**src/rtl/ptd_pkg.sv**
```systemverilog
//////////////////////////////////////////////////////////////////////////////
// Purpose: Shared constants and types for the pulse-per-second timing block
// Assumes: 200 MHz system clock, 10 MHz reference derived by counting
// Notes: All offsets are byte addresses on a 32-bit classic Wishbone bus
//////////////////////////////////////////////////////////////////////////////
package ptd_pkg;

  // Clock and time base
  localparam int CLK_PERIOD_NS = 5;
  localparam int CLK_PERIOD_PS = 5000;
  localparam int REF_PERIOD_NS = 100;
  localparam int REF_CYCLES = (REF_PERIOD_NS + CLK_PERIOD_NS - 1) / CLK_PERIOD_NS;
  localparam int BUS_PERIOD_NS = 400;
  localparam int PHASES = BUS_PERIOD_NS / REF_PERIOD_NS;
  localparam int REF_CNT_W = 5;

  // Output pulse timing, counted in bus clock periods
  localparam int PULSE_WIDTH_NS = 10000;
  localparam int PULSE_WIDTH_BUS = PULSE_WIDTH_NS / BUS_PERIOD_NS;
  localparam int PPS_PERIOD_NS = 1000000000;
  localparam int PPS_PERIOD_BUS_DEF = PPS_PERIOD_NS / BUS_PERIOD_NS;
  localparam int SEC_W = 22;

  // Fine interval stretch and fine output delay
  localparam int STRETCH_FACTOR = 2000;
  localparam int GATE_W = 8;
  localparam int STRETCH_W = 20;
  localparam int FINE_STEP_PS = 500;
  localparam int FINE_CODE_MAX = 255;
  localparam int FINE_TAPS = (FINE_CODE_MAX * FINE_STEP_PS) / CLK_PERIOD_PS + 1;
  localparam int FINE_IDX_W = 5;

  // Register byte offsets
  localparam logic [7:0] REG_CTRL = 8'h00;
  localparam logic [7:0] REG_OFFSET = 8'h04;
  localparam logic [7:0] REG_FINE_CODE = 8'h08;
  localparam logic [7:0] REG_STATUS = 8'h0C;
  localparam logic [7:0] REG_COARSE_TAG = 8'h10;
  localparam logic [7:0] REG_FINE_TAG = 8'h14;
  localparam logic [7:0] REG_GATE_WIDTH = 8'h18;
  localparam logic [7:0] REG_BUS_COUNT = 8'h1C;

  // Control register fields
  localparam int CTRL_CAPTURE_ENABLE_CLEAR = 0;
  localparam int CTRL_PULSE_OUTPUT_PORT_BIT = 1;
  localparam int CTRL_TIMER_EN = 2;
  localparam int CTRL_COARSE_DELAY_SELECT_LOW = 3;
  localparam int CTRL_COARSE_DELAY_SELECT_HIGH = 4;
  localparam int CTRL_W = 5;

  // Status register fields
  localparam int STAT_STATE_LSB = 0;
  localparam int STAT_COARSE_VALID = 8;
  localparam int STAT_FINE_VALID = 9;

  // Reset values
  localparam logic [CTRL_W-1:0] CTRL_RST = 5'h00;
  localparam logic [SEC_W-1:0] OFFSET_RST = 22'h000000;
  localparam logic [7:0] FINE_CODE_RST = 8'h00;

  // Time-tag sequencer states
  typedef enum logic [5:0] {
    TT_IDLE = 6'h01,
    TT_ARMED = 6'h02,
    TT_WAIT90 = 6'h04,
    TT_WAIT180 = 6'h08,
    TT_STRETCH = 6'h10,
    TT_DONE = 6'h20
  } ptd_tt_state_e;

endpackage

```
**src/rtl/ptd_pps_timing.sv**
```systemverilog
//////////////////////////////////////////////////////////////////////////////
// Purpose: Time-tags a pulse-per-second input and places a delayed pulse output
// Assumes: pps_i synchronous to clk_i; Wishbone classic slave, 32-bit words
// Notes: Reference and bus clock phases are derived by counting clk_i
//
// Overview of operation
// - Time-tag input rising edge to nanosecond resolution
// - Coarse strobe is input resynchronized to bus clock
// - Both strobes capture the bus clock counter
// - Bus clock locked to reference; four phases produced
// - Zero phase synchronizes capture enable/clear control
// - Arm on ninety phase; no gate before arming
// - Gate starts at first input edge after arming
// - Gate ends at 180 after first 90
// - Gate lasts 100 to 500 ns
// - Fine signal low about 2000 times gate
// - Output 10 us pulse at 1 Hz
// - Timer places pulse in 400 ns steps
// - Port bit synced at zero phase, then stage
// - Two select bits pick one of four phases
// - Eight-bit code adds 0.5 ns per code, rounded down to 5 ns steps
// - Fine delay equal on both edges
// - Coarse, phase and fine combine for placement
//////////////////////////////////////////////////////////////////////////////
//
// Register access over Wishbone and the register offsets were chosen for this implementation.
`timescale 1ns/1ps
module ptd_pps_timing
  import ptd_pkg::*;
#(
  parameter int PPS_PERIOD_BUS = PPS_PERIOD_BUS_DEF,
  parameter int TAG_W = 16
) (
  // Clock, reset and enable
  input wire logic clk_i,
  input wire logic reset_i,
  input wire logic ce_i,
  // Wishbone slave
  input wire logic wb_cyc_i,
  input wire logic wb_stb_i,
  input wire logic wb_we_i,
  input wire logic [7:0] wb_adr_i,
  input wire logic [3:0] wb_sel_i,
  input wire logic [31:0] wb_dat_i,
  output logic [31:0] wb_dat_o,
  output logic wb_ack_o,
  // Pulse-per-second pins
  input wire logic pps_i,
  output logic pps_o,
  // Timing observation
  output logic bus_clk_o,
  output logic coarse_strobe_o,
  output logic gate_o,
  output logic fine_interval_signal_o
);

  //////////////////////////////////////////////////////////////////////////////
  // Register file state

  logic [CTRL_W-1:0] ctrl_r, ctrl_nxt;
  logic [SEC_W-1:0] offset_r, offset_nxt;
  logic [7:0] fine_code_r, fine_code_nxt;
  logic [31:0] rdata_r, rdata_nxt;
  logic ack_r, ack_nxt;

  //////////////////////////////////////////////////////////////////////////////
  // Time base: reference ticks, bus clock phases, free-running counter

  logic [REF_CNT_W-1:0] ref_cnt_r, ref_cnt_nxt;
  logic [1:0] phase_r, phase_nxt;
  logic bus_clk_r, bus_clk_nxt;
  logic [TAG_W-1:0] bus_cnt_r, bus_cnt_nxt;
  logic ref_tick, e0_rise, e90_rise, e180_rise;

  // Phase decode, one reference period per phase
  assign ref_tick = (ref_cnt_r == REF_CNT_W'(REF_CYCLES - 1));
  assign e0_rise = ref_tick && (phase_r == 2'(PHASES - 1));
  assign e90_rise = ref_tick && (phase_r == 2'h0);
  assign e180_rise = ref_tick && (phase_r == 2'h1);

  // Next time base values
  always_comb begin
    ref_cnt_nxt = ref_tick ? '0 : ref_cnt_r + REF_CNT_W'(1);
    phase_nxt = ref_tick ? phase_r + 2'h1 : phase_r;
    bus_clk_nxt = (phase_nxt < 2'h2);
    bus_cnt_nxt = e0_rise ? bus_cnt_r + TAG_W'(1) : bus_cnt_r;
  end

  // Time base registers
  always_ff @(posedge clk_i or posedge reset_i) begin
    if (reset_i) begin
      ref_cnt_r <= REF_CNT_W'(REF_CYCLES - 1); // Last tick of phase 3
      phase_r <= 2'(PHASES - 1); // First phase after release is full length
      bus_clk_r <= 1'b0;
      bus_cnt_r <= '0;
    end else if (ce_i) begin
      ref_cnt_r <= ref_cnt_nxt;
      phase_r <= phase_nxt;
      bus_clk_r <= bus_clk_nxt;
      bus_cnt_r <= bus_cnt_nxt;
    end
  end

  //////////////////////////////////////////////////////////////////////////////
  // Input time-tag: coarse strobe, gate and stretched fine interval

  ptd_tt_state_e state_r, state_nxt;
  logic en_sync_r, en_sync_nxt;
  logic pps_bus_r, pps_bus_nxt;
  logic pps_prev_r, pps_prev_nxt;
  logic coarse_strobe_r, coarse_strobe_nxt;
  logic coarse_valid_r, coarse_valid_nxt;
  logic fine_valid_r, fine_valid_nxt;
  logic [TAG_W-1:0] coarse_tag_r, coarse_tag_nxt;
  logic [TAG_W-1:0] fine_tag_r, fine_tag_nxt;
  logic [GATE_W-1:0] gate_cnt_r, gate_cnt_nxt;
  logic [GATE_W-1:0] gate_width_r, gate_width_nxt;
  logic [STRETCH_W-1:0] stretch_r, stretch_nxt;
  logic gate_r, gate_nxt;
  logic fine_int_r, fine_int_nxt;
  logic pps_rise;

  assign pps_rise = pps_i && !pps_prev_r;

  // Sequencer next state
  always_comb begin
    state_nxt = state_r;
    en_sync_nxt = e0_rise ? ctrl_r[CTRL_CAPTURE_ENABLE_CLEAR] : en_sync_r;
    pps_bus_nxt = e0_rise ? pps_i : pps_bus_r;
    coarse_strobe_nxt = e0_rise && pps_i && !pps_bus_r;
    pps_prev_nxt = pps_i;
    coarse_valid_nxt = coarse_valid_r;
    fine_valid_nxt = fine_valid_r;
    coarse_tag_nxt = coarse_tag_r;
    fine_tag_nxt = fine_tag_r;
    gate_cnt_nxt = gate_cnt_r;
    gate_width_nxt = gate_width_r;
    stretch_nxt = stretch_r;
    if (!en_sync_r) begin
      state_nxt = TT_IDLE;
      coarse_valid_nxt = 1'b0;
      fine_valid_nxt = 1'b0;
    end else begin
      // Coarse tag, once per armed measurement
      if (coarse_strobe_r && (state_r != TT_IDLE) && !coarse_valid_r) begin
        coarse_tag_nxt = bus_cnt_r;
        coarse_valid_nxt = 1'b1;
      end
      unique case (state_r)
        TT_IDLE: begin
          if (e90_rise) begin
            state_nxt = TT_ARMED;
          end
        end
        TT_ARMED: begin
          if (pps_rise) begin
            state_nxt = TT_WAIT90;
            gate_cnt_nxt = GATE_W'(1);
          end
        end
        TT_WAIT90: begin
          gate_cnt_nxt = gate_cnt_r + GATE_W'(1);
          if (e90_rise) begin
            state_nxt = TT_WAIT180;
          end
        end
        TT_WAIT180: begin
          gate_cnt_nxt = gate_cnt_r + GATE_W'(1);
          if (e180_rise) begin
            state_nxt = TT_STRETCH;
            gate_width_nxt = gate_cnt_r;
            stretch_nxt = STRETCH_W'(gate_cnt_r) * STRETCH_W'(STRETCH_FACTOR);
          end
        end
        TT_STRETCH: begin
          stretch_nxt = stretch_r - STRETCH_W'(1);
          if (stretch_r == STRETCH_W'(1)) begin
            state_nxt = TT_DONE;
            fine_tag_nxt = bus_cnt_r;
            fine_valid_nxt = 1'b1;
          end
        end
        TT_DONE: begin
          state_nxt = TT_DONE;
        end
        default: begin
          state_nxt = TT_IDLE;
        end
      endcase
    end
    gate_nxt = (state_nxt == TT_WAIT90) || (state_nxt == TT_WAIT180);
    fine_int_nxt = (state_nxt != TT_STRETCH);
  end

  // Sequencer registers
  always_ff @(posedge clk_i or posedge reset_i) begin
    if (reset_i) begin
      state_r <= TT_IDLE;
      en_sync_r <= 1'b0;
      pps_bus_r <= 1'b0;
      pps_prev_r <= 1'b0;
      coarse_strobe_r <= 1'b0;
      coarse_valid_r <= 1'b0;
      fine_valid_r <= 1'b0;
      coarse_tag_r <= '0;
      fine_tag_r <= '0;
      gate_cnt_r <= '0;
      gate_width_r <= '0;
      stretch_r <= '0;
      gate_r <= 1'b0;
      fine_int_r <= 1'b1;
    end else if (ce_i) begin
      state_r <= state_nxt;
      en_sync_r <= en_sync_nxt;
      pps_bus_r <= pps_bus_nxt;
      pps_prev_r <= pps_prev_nxt;
      coarse_strobe_r <= coarse_strobe_nxt;
      coarse_valid_r <= coarse_valid_nxt;
      fine_valid_r <= fine_valid_nxt;
      coarse_tag_r <= coarse_tag_nxt;
      fine_tag_r <= fine_tag_nxt;
      gate_cnt_r <= gate_cnt_nxt;
      gate_width_r <= gate_width_nxt;
      stretch_r <= stretch_nxt;
      gate_r <= gate_nxt;
      fine_int_r <= fine_int_nxt;
    end
  end

  //////////////////////////////////////////////////////////////////////////////
  // Output pulse: timer, zero-phase sync, phase select, fine delay

  logic [SEC_W-1:0] sec_cnt_r, sec_cnt_nxt;
  logic pulse_e0_r, pulse_e0_nxt;
  logic pps_out_r, pps_out_nxt;
  logic [PHASES-1:0] phase_taps;
  logic [FINE_TAPS-1:0] fine_taps;
  logic [SEC_W:0] pulse_end;
  logic timer_bit, port_bit, phase_sel_bit;
  logic [1:0] phase_sel;
  logic [FINE_IDX_W-1:0] fine_idx;

  // Timer window, 400 ns resolution
  assign pulse_end = {1'b0, offset_r} + (SEC_W + 1)'(PULSE_WIDTH_BUS);
  assign timer_bit = (sec_cnt_r >= offset_r) && ({1'b0, sec_cnt_r} < pulse_end);
  assign port_bit = ctrl_r[CTRL_TIMER_EN] ? timer_bit : ctrl_r[CTRL_PULSE_OUTPUT_PORT_BIT];
  assign phase_sel = {ctrl_r[CTRL_COARSE_DELAY_SELECT_HIGH],
                      ctrl_r[CTRL_COARSE_DELAY_SELECT_LOW]};
  assign phase_sel_bit = phase_taps[phase_sel];
  assign fine_idx = FINE_IDX_W'((STRETCH_W'(fine_code_r) * STRETCH_W'(FINE_STEP_PS))
                                / STRETCH_W'(CLK_PERIOD_PS));

  // Next output path values
  always_comb begin
    sec_cnt_nxt = sec_cnt_r;
    if (e0_rise) begin
      sec_cnt_nxt = (sec_cnt_r == SEC_W'(PPS_PERIOD_BUS - 1)) ? '0 : sec_cnt_r + SEC_W'(1);
    end
    pulse_e0_nxt = e0_rise ? port_bit : pulse_e0_r;
    pps_out_nxt = fine_taps[fine_idx];
  end

  // Output path registers
  always_ff @(posedge clk_i or posedge reset_i) begin
    if (reset_i) begin
      sec_cnt_r <= '0;
      pulse_e0_r <= 1'b0;
      pps_out_r <= 1'b0;
    end else if (ce_i) begin
      sec_cnt_r <= sec_cnt_nxt;
      pulse_e0_r <= pulse_e0_nxt;
      pps_out_r <= pps_out_nxt;
    end
  end

  // Four 100 ns phase copies of the synced pulse
  ptd_shift #(.W(PHASES)) u_phase_stage (
    .clk_i(clk_i),
    .reset_i(reset_i),
    .ce_i(ce_i),
    .shift_i(ref_tick),
    .d_i(pulse_e0_r),
    .q_o(phase_taps)
  );

  // Fine delay line, same delay for both edges
  ptd_shift #(.W(FINE_TAPS)) u_fine_line (
    .clk_i(clk_i),
    .reset_i(reset_i),
    .ce_i(ce_i),
    .shift_i(1'b1),
    .d_i(phase_sel_bit),
    .q_o(fine_taps)
  );

  //////////////////////////////////////////////////////////////////////////////
  // Wishbone slave

  logic req;

  assign req = wb_cyc_i && wb_stb_i && !ack_r;

  // Byte-lane merge for writes
  function automatic logic [31:0] merge(input logic [31:0] old_v, input logic [31:0] new_v,
                                        input logic [3:0] sel);
    logic [31:0] res;
    res = old_v;
    for (int i = 0; i < 4; i++) begin
      if (sel[i]) begin
        res[i*8 +: 8] = new_v[i*8 +: 8];
      end
    end
    return res;
  endfunction

  // Register writes, read mux and acknowledge
  always_comb begin
    ctrl_nxt = ctrl_r;
    offset_nxt = offset_r;
    fine_code_nxt = fine_code_r;
    rdata_nxt = rdata_r;
    ack_nxt = req;
    if (req && wb_we_i) begin
      unique case (wb_adr_i)
        REG_CTRL: ctrl_nxt = CTRL_W'(merge(32'(ctrl_r), wb_dat_i, wb_sel_i));
        REG_OFFSET: offset_nxt = SEC_W'(merge(32'(offset_r), wb_dat_i, wb_sel_i));
        REG_FINE_CODE: fine_code_nxt = 8'(merge(32'(fine_code_r), wb_dat_i, wb_sel_i));
        default: ctrl_nxt = ctrl_r;
      endcase
    end
    if (req && !wb_we_i) begin
      unique case (wb_adr_i)
        REG_CTRL: rdata_nxt = 32'(ctrl_r);
        REG_OFFSET: rdata_nxt = 32'(offset_r);
        REG_FINE_CODE: rdata_nxt = 32'(fine_code_r);
        REG_STATUS: rdata_nxt = 32'(state_r) | (32'(coarse_valid_r) << STAT_COARSE_VALID)
                                | (32'(fine_valid_r) << STAT_FINE_VALID);
        REG_COARSE_TAG: rdata_nxt = 32'(coarse_tag_r);
        REG_FINE_TAG: rdata_nxt = 32'(fine_tag_r);
        REG_GATE_WIDTH: rdata_nxt = 32'(gate_width_r);
        REG_BUS_COUNT: rdata_nxt = 32'(bus_cnt_r);
        default: rdata_nxt = 32'h00000000;
      endcase
    end
  end

  // Bus registers
  always_ff @(posedge clk_i or posedge reset_i) begin
    if (reset_i) begin
      ctrl_r <= CTRL_RST;
      offset_r <= OFFSET_RST;
      fine_code_r <= FINE_CODE_RST;
      rdata_r <= 32'h00000000;
      ack_r <= 1'b0;
    end else if (ce_i) begin
      ctrl_r <= ctrl_nxt;
      offset_r <= offset_nxt;
      fine_code_r <= fine_code_nxt;
      rdata_r <= rdata_nxt;
      ack_r <= ack_nxt;
    end
  end

  //////////////////////////////////////////////////////////////////////////////
  // Outputs

  assign wb_dat_o = rdata_r;
  assign wb_ack_o = ack_r;
  assign pps_o = pps_out_r;
  assign bus_clk_o = bus_clk_r;
  assign coarse_strobe_o = coarse_strobe_r;
  assign gate_o = gate_r;
  assign fine_interval_signal_o = fine_int_r;

endmodule

```
**src/rtl/ptd_shift.sv**
```systemverilog
//////////////////////////////////////////////////////////////////////////////
// Purpose: Enabled shift stage giving W successively delayed copies of d_i
// Assumes: shift_i marks the cycles on which the stage advances
// Notes: Tap 0 is the first delayed copy
//////////////////////////////////////////////////////////////////////////////
`timescale 1ns/1ps
module ptd_shift #(
  parameter int W = 4
) (
  // Clock and reset
  input wire logic clk_i,
  input wire logic reset_i,
  input wire logic ce_i,
  // Data
  input wire logic shift_i,
  input wire logic d_i,
  output logic [W-1:0] q_o
);

  logic [W-1:0] q_r;
  logic [W-1:0] q_nxt;

  // Next shift contents
  always_comb begin
    q_nxt = q_r;
    if (shift_i) begin
      q_nxt = {q_r[W-2:0], d_i};
    end
  end

  // Shift registers
  always_ff @(posedge clk_i or posedge reset_i) begin
    if (reset_i) begin
      q_r <= '0;
    end else if (ce_i) begin
      q_r <= q_nxt;
    end
  end

  assign q_o = q_r;

endmodule

```
**config.mk**
```make
export PLATFORM = sky130hd
export DESIGN_NAME = ptd_pps_timing
export DESIGN_NICKNAME = d
export VERILOG_FILES = /design/src/rtl/ptd_pkg.sv /design/src/rtl/ptd_pps_timing.sv /design/src/rtl/ptd_shift.sv
export SDC_FILE = /design/constraint.sdc
export NUM_CORES = 1
export LEC_CHECK = 0
export ABC_AREA = 1
export BUFFER_PORTS_ARGS = -buffer_cell sky130_fd_sc_hd__buf_2
export CORE_UTILIZATION = 54
export DETAILED_ROUTE_END_ITERATION = 6
export GPL_TIMING_DRIVEN = 0
export PLACE_DENSITY = 0.76
export SYNTH_ARGS = -nofsm -noshare
export SYNTH_HDL_FRONTEND = slang
export SYNTH_SLANG_ARGS = --single-unit
export TNS_END_PERCENT = 20
```
**constraint.sdc**
```tcl
create_clock -name clk_i -period 18.33 [get_ports clk_i]
set_clock_uncertainty 0.05 [all_clocks]
set_input_delay 0.9165 -clock clk_i [delete_from_list [all_inputs] [get_ports clk_i]]
set_output_delay 0.9165 -clock clk_i [all_outputs]
set_load 0.005 [all_outputs]
```
==> results_dict.tcl <==
set metrics [dict create \
    grt_pass1_vias 13902 \
    finalSetupViolCount 0 \
    syn_to_final_growth_pct 10.8 \
    yosys.area.top_type_share 0.328 \
    reg2reg_slack_ps 10520 \
    maxSlewViolCount 0 \
    slew_headroom 0.336 \
    core_area_um2 29000 \
    path_max_fanout 10 \
    worst_ir_drop_vdd_v 0.0000801 \
    slowest_stage "dfrtp_1" \
    ctsHtreeMaxLevel 1 \
    ys_ff_latch 218 \
    antenna_cells 0 \
    cp.required_ps 18700 \
    reg2regPathDepth 50 \
    postCtsHoldBufs 0 \
    rr_startpoint "fine_code_r[1]" \
    synthFlopType "dfrtp_1" \
    avgRoutedWirePerCell_um 15.5 \
    synthDistinctLibCells 58 \
    synth_top_area_cell "dfrtp_1" \
    min_delay_path_depth 1 \
    ys_top_cells_by_count "422 x nand2_1, 316 x inv_1, 211 x dfrtp_1" \
    antenna_found_initial 1 \
    grt_max_degree 114 \
    cts_tree "built" \
    finalWeightedCongestion 0.907 \
    crit_path_end_kind "flop" \
    place_area_um2 17000 \
    grt_pass1_wl_um 66700 \
    grt-ovfl-total 0 \
    worstSetupStartpointType "flop" \
    drive_above_1_share 0.101 \
    insertion_delay_ps 550 \
    arrival_ps 8180 \
    clk_transition_reported_paths_ps 60 \
    vias_per_cell 5.55 \
    cts_buffer_depth 3 \
    design_area_um2 17800 \
    antenna_left 0 \
    p_leak_nw 9.28 \
    vias 14269 \
    dp.cells 2526 \
    die_h_um 175 \
    fp.dieW_um 175 \
    finalNonFillerCells 2570 \
    drt_iter0_drc 1289 \
    tightest_slew_ps 988 \
    crit_path_frequent_cell "nand2_1" \
    hold_viol 0 \
    dieArea_um2 30500 \
    async_reset_ff_frac 1.00 \
    whs_endpoint "ref_cnt_r[3]" \
    ios 89 \
    slowest_delay_ps 610 \
    timing.fmax_ghz 0.128 \
    hpwl_um 30800 \
    avgSynthCellArea_um2 7.78 \
    period_share 0.426 \
    seq_area_frac_synth 0.340 \
    drc 0 \
    cts_root_buf "clkbuf_16" \
    rsz0062_at_grt "false" \
    r2r_end "pps_o" \
    run_status "finished clean" \
    rows 62 \
    cts_sinks 218 \
    setup_tns_ps 0 \
    finalCriticalPeriod_ps 7810 \
    ys_warn_count 0 \
    hp-class "reg -> reg" \
    synth_area_um2 16100 \
    nNetsFinal 2392 \
    wl_um 39800 \
    cts_buffers 24 \
    initial_core_util 0.554 \
    port_buffers 66 \
    finalPower_mw 1.15 \
    grtUsageTotal 0.266 \
    min_from "ref_cnt_r[3]" \
    synthTopCellsByArea "dfrtp_1 33%, ha_1 10%, nand2_1 9.9%" \
    post_cts_buffers 0 \
    cts-resized-gates 0 \
    first_pass_iters 7 \
    drv_cap 0 \
    power_density_nw_per_um2 64.6 \
    synth_edf_count 0 \
    critical_path_class "reg -> reg" \
    synthCells 2066 \
    synth_most_common_cell "nand2_1" \
]
## metal layers
metal,vias to the layer above,share of wire,track usage
met5,-,0,0
met4,0,0.027,0.0761
met3,72,0.053,0.0297
met2,406,0.48,0.450
met1,6809,0.44,0.360
li1,6982,-,-
## critical path: cells and delay by family (launching register included)
kind	cells	cell delay, ps
DFF	1	610
adders and majority gates	5	2210
xor gates and xnor gates	3	530
and+or+nand+nor	32	3040
buffers and inverters	10	1240
## placed cells by master (no fill, tap or decap), types with 5 or more instances in the layout
cell,synthesis,final
a211oi_1,6,6
a21oi_1,66,66
a221oi_1,14,14
a31oi_1,12,12
buf_2,0,66
buf_4,12,12
clkbuf_1,33,38
clkbuf_16,0,24
conb_1,1,10
dfrtp_1,211,211
dfstp_2,7,7
fa_1,43,43
ha_1,130,130
inv_1,316,315
inv_2,9,9
mux2_2,14,14
nand2_1,422,422
nand2_2,27,27
nand2_4,7,7
nand3_1,150,150
nand3_2,5,5
nand3b_1,9,9
nand4_1,34,34
nor2_1,147,147
nor2_2,7,7
nor2_4,6,6
nor3_1,40,40
nor4_1,17,17
o211ai_1,7,7
o21ai_0,181,181
o21bai_1,9,9
o22ai_1,17,17
xnor2_1,6,6
xor2_1,53,53
## cell type report
type	count	area, µm²
plain buffers	51	278
clock buffers	32	661
multi-input cells	1478	9140
fillers	2561	11200
repair buffers	67	358
inverters	328	1240
well taps	384	480
flip-flops and latches	218	5460
clock inverters	12	196
## sequential cells by signal (all words and copies together), names as in the netlist, 16 cells and up
register,cells
u_fine_line.q_o,26
offset_r,22
sec_cnt_r,22
wb_dat_o,22
stretch_r,20
bus_cnt_r,16
coarse_tag_r,16
fine_tag_r,16
## how the worst max path moves through the flow
| stage | start | endpoint | slack (ps) | depth (start not counted) |
|---|---|---|---|---|
| 2_1_floorplan | reset_i | bus_clk_o | 11410 | 1 |
| 3_3_place_gp | reset_i | sec_cnt_r[20] | 9060 | 2 |
| 3_5_place_dp | fine_code_r[1] | pps_o | 10580 | 50 |
| 4_1_cts | fine_code_r[1] | pps_o | 10550 | 50 |
| 5_1_grt | fine_code_r[1] | pps_o | 9930 | 50 |
| 6_report | fine_code_r[1] | pps_o | 10520 | 50 |
## cell families after synthesis
kind of cell / count (synthesis) / synth area share
AOI/OAI and AO/OA: 340 / 0.121
buffers and inverters: 379 / 0.0940
DFF: 218 / 0.340
other: 1 / 0.000233
and+or+nand+nor: 881 / 0.248
xor gates and xnor gates: 60 / 0.0331
adders and majority gates: 173 / 0.155
muxes: 14 / 0.00980
## through the flow
stage	worst slack (ps)	hold WS, ps	utilization
floorplan	11410	386	-
global placement	9060	402	0.583
detailed placement	10580	410	0.585
CTS	10550	424	0.614
global route	9930	443	0.614
finish	10520	421	0.614
## power by group
| group | leakage, nW | internal [mW] | switching [mW] |
|---|---|---|---|
| clock | 0.420 | 0.313 | 0.207 |
| sequential | 2.83 | 0.510 | 0.0183 |
| combinational | 6.03 | 0.0347 | 0.0668 |
(Power assumes the default switching activity.)
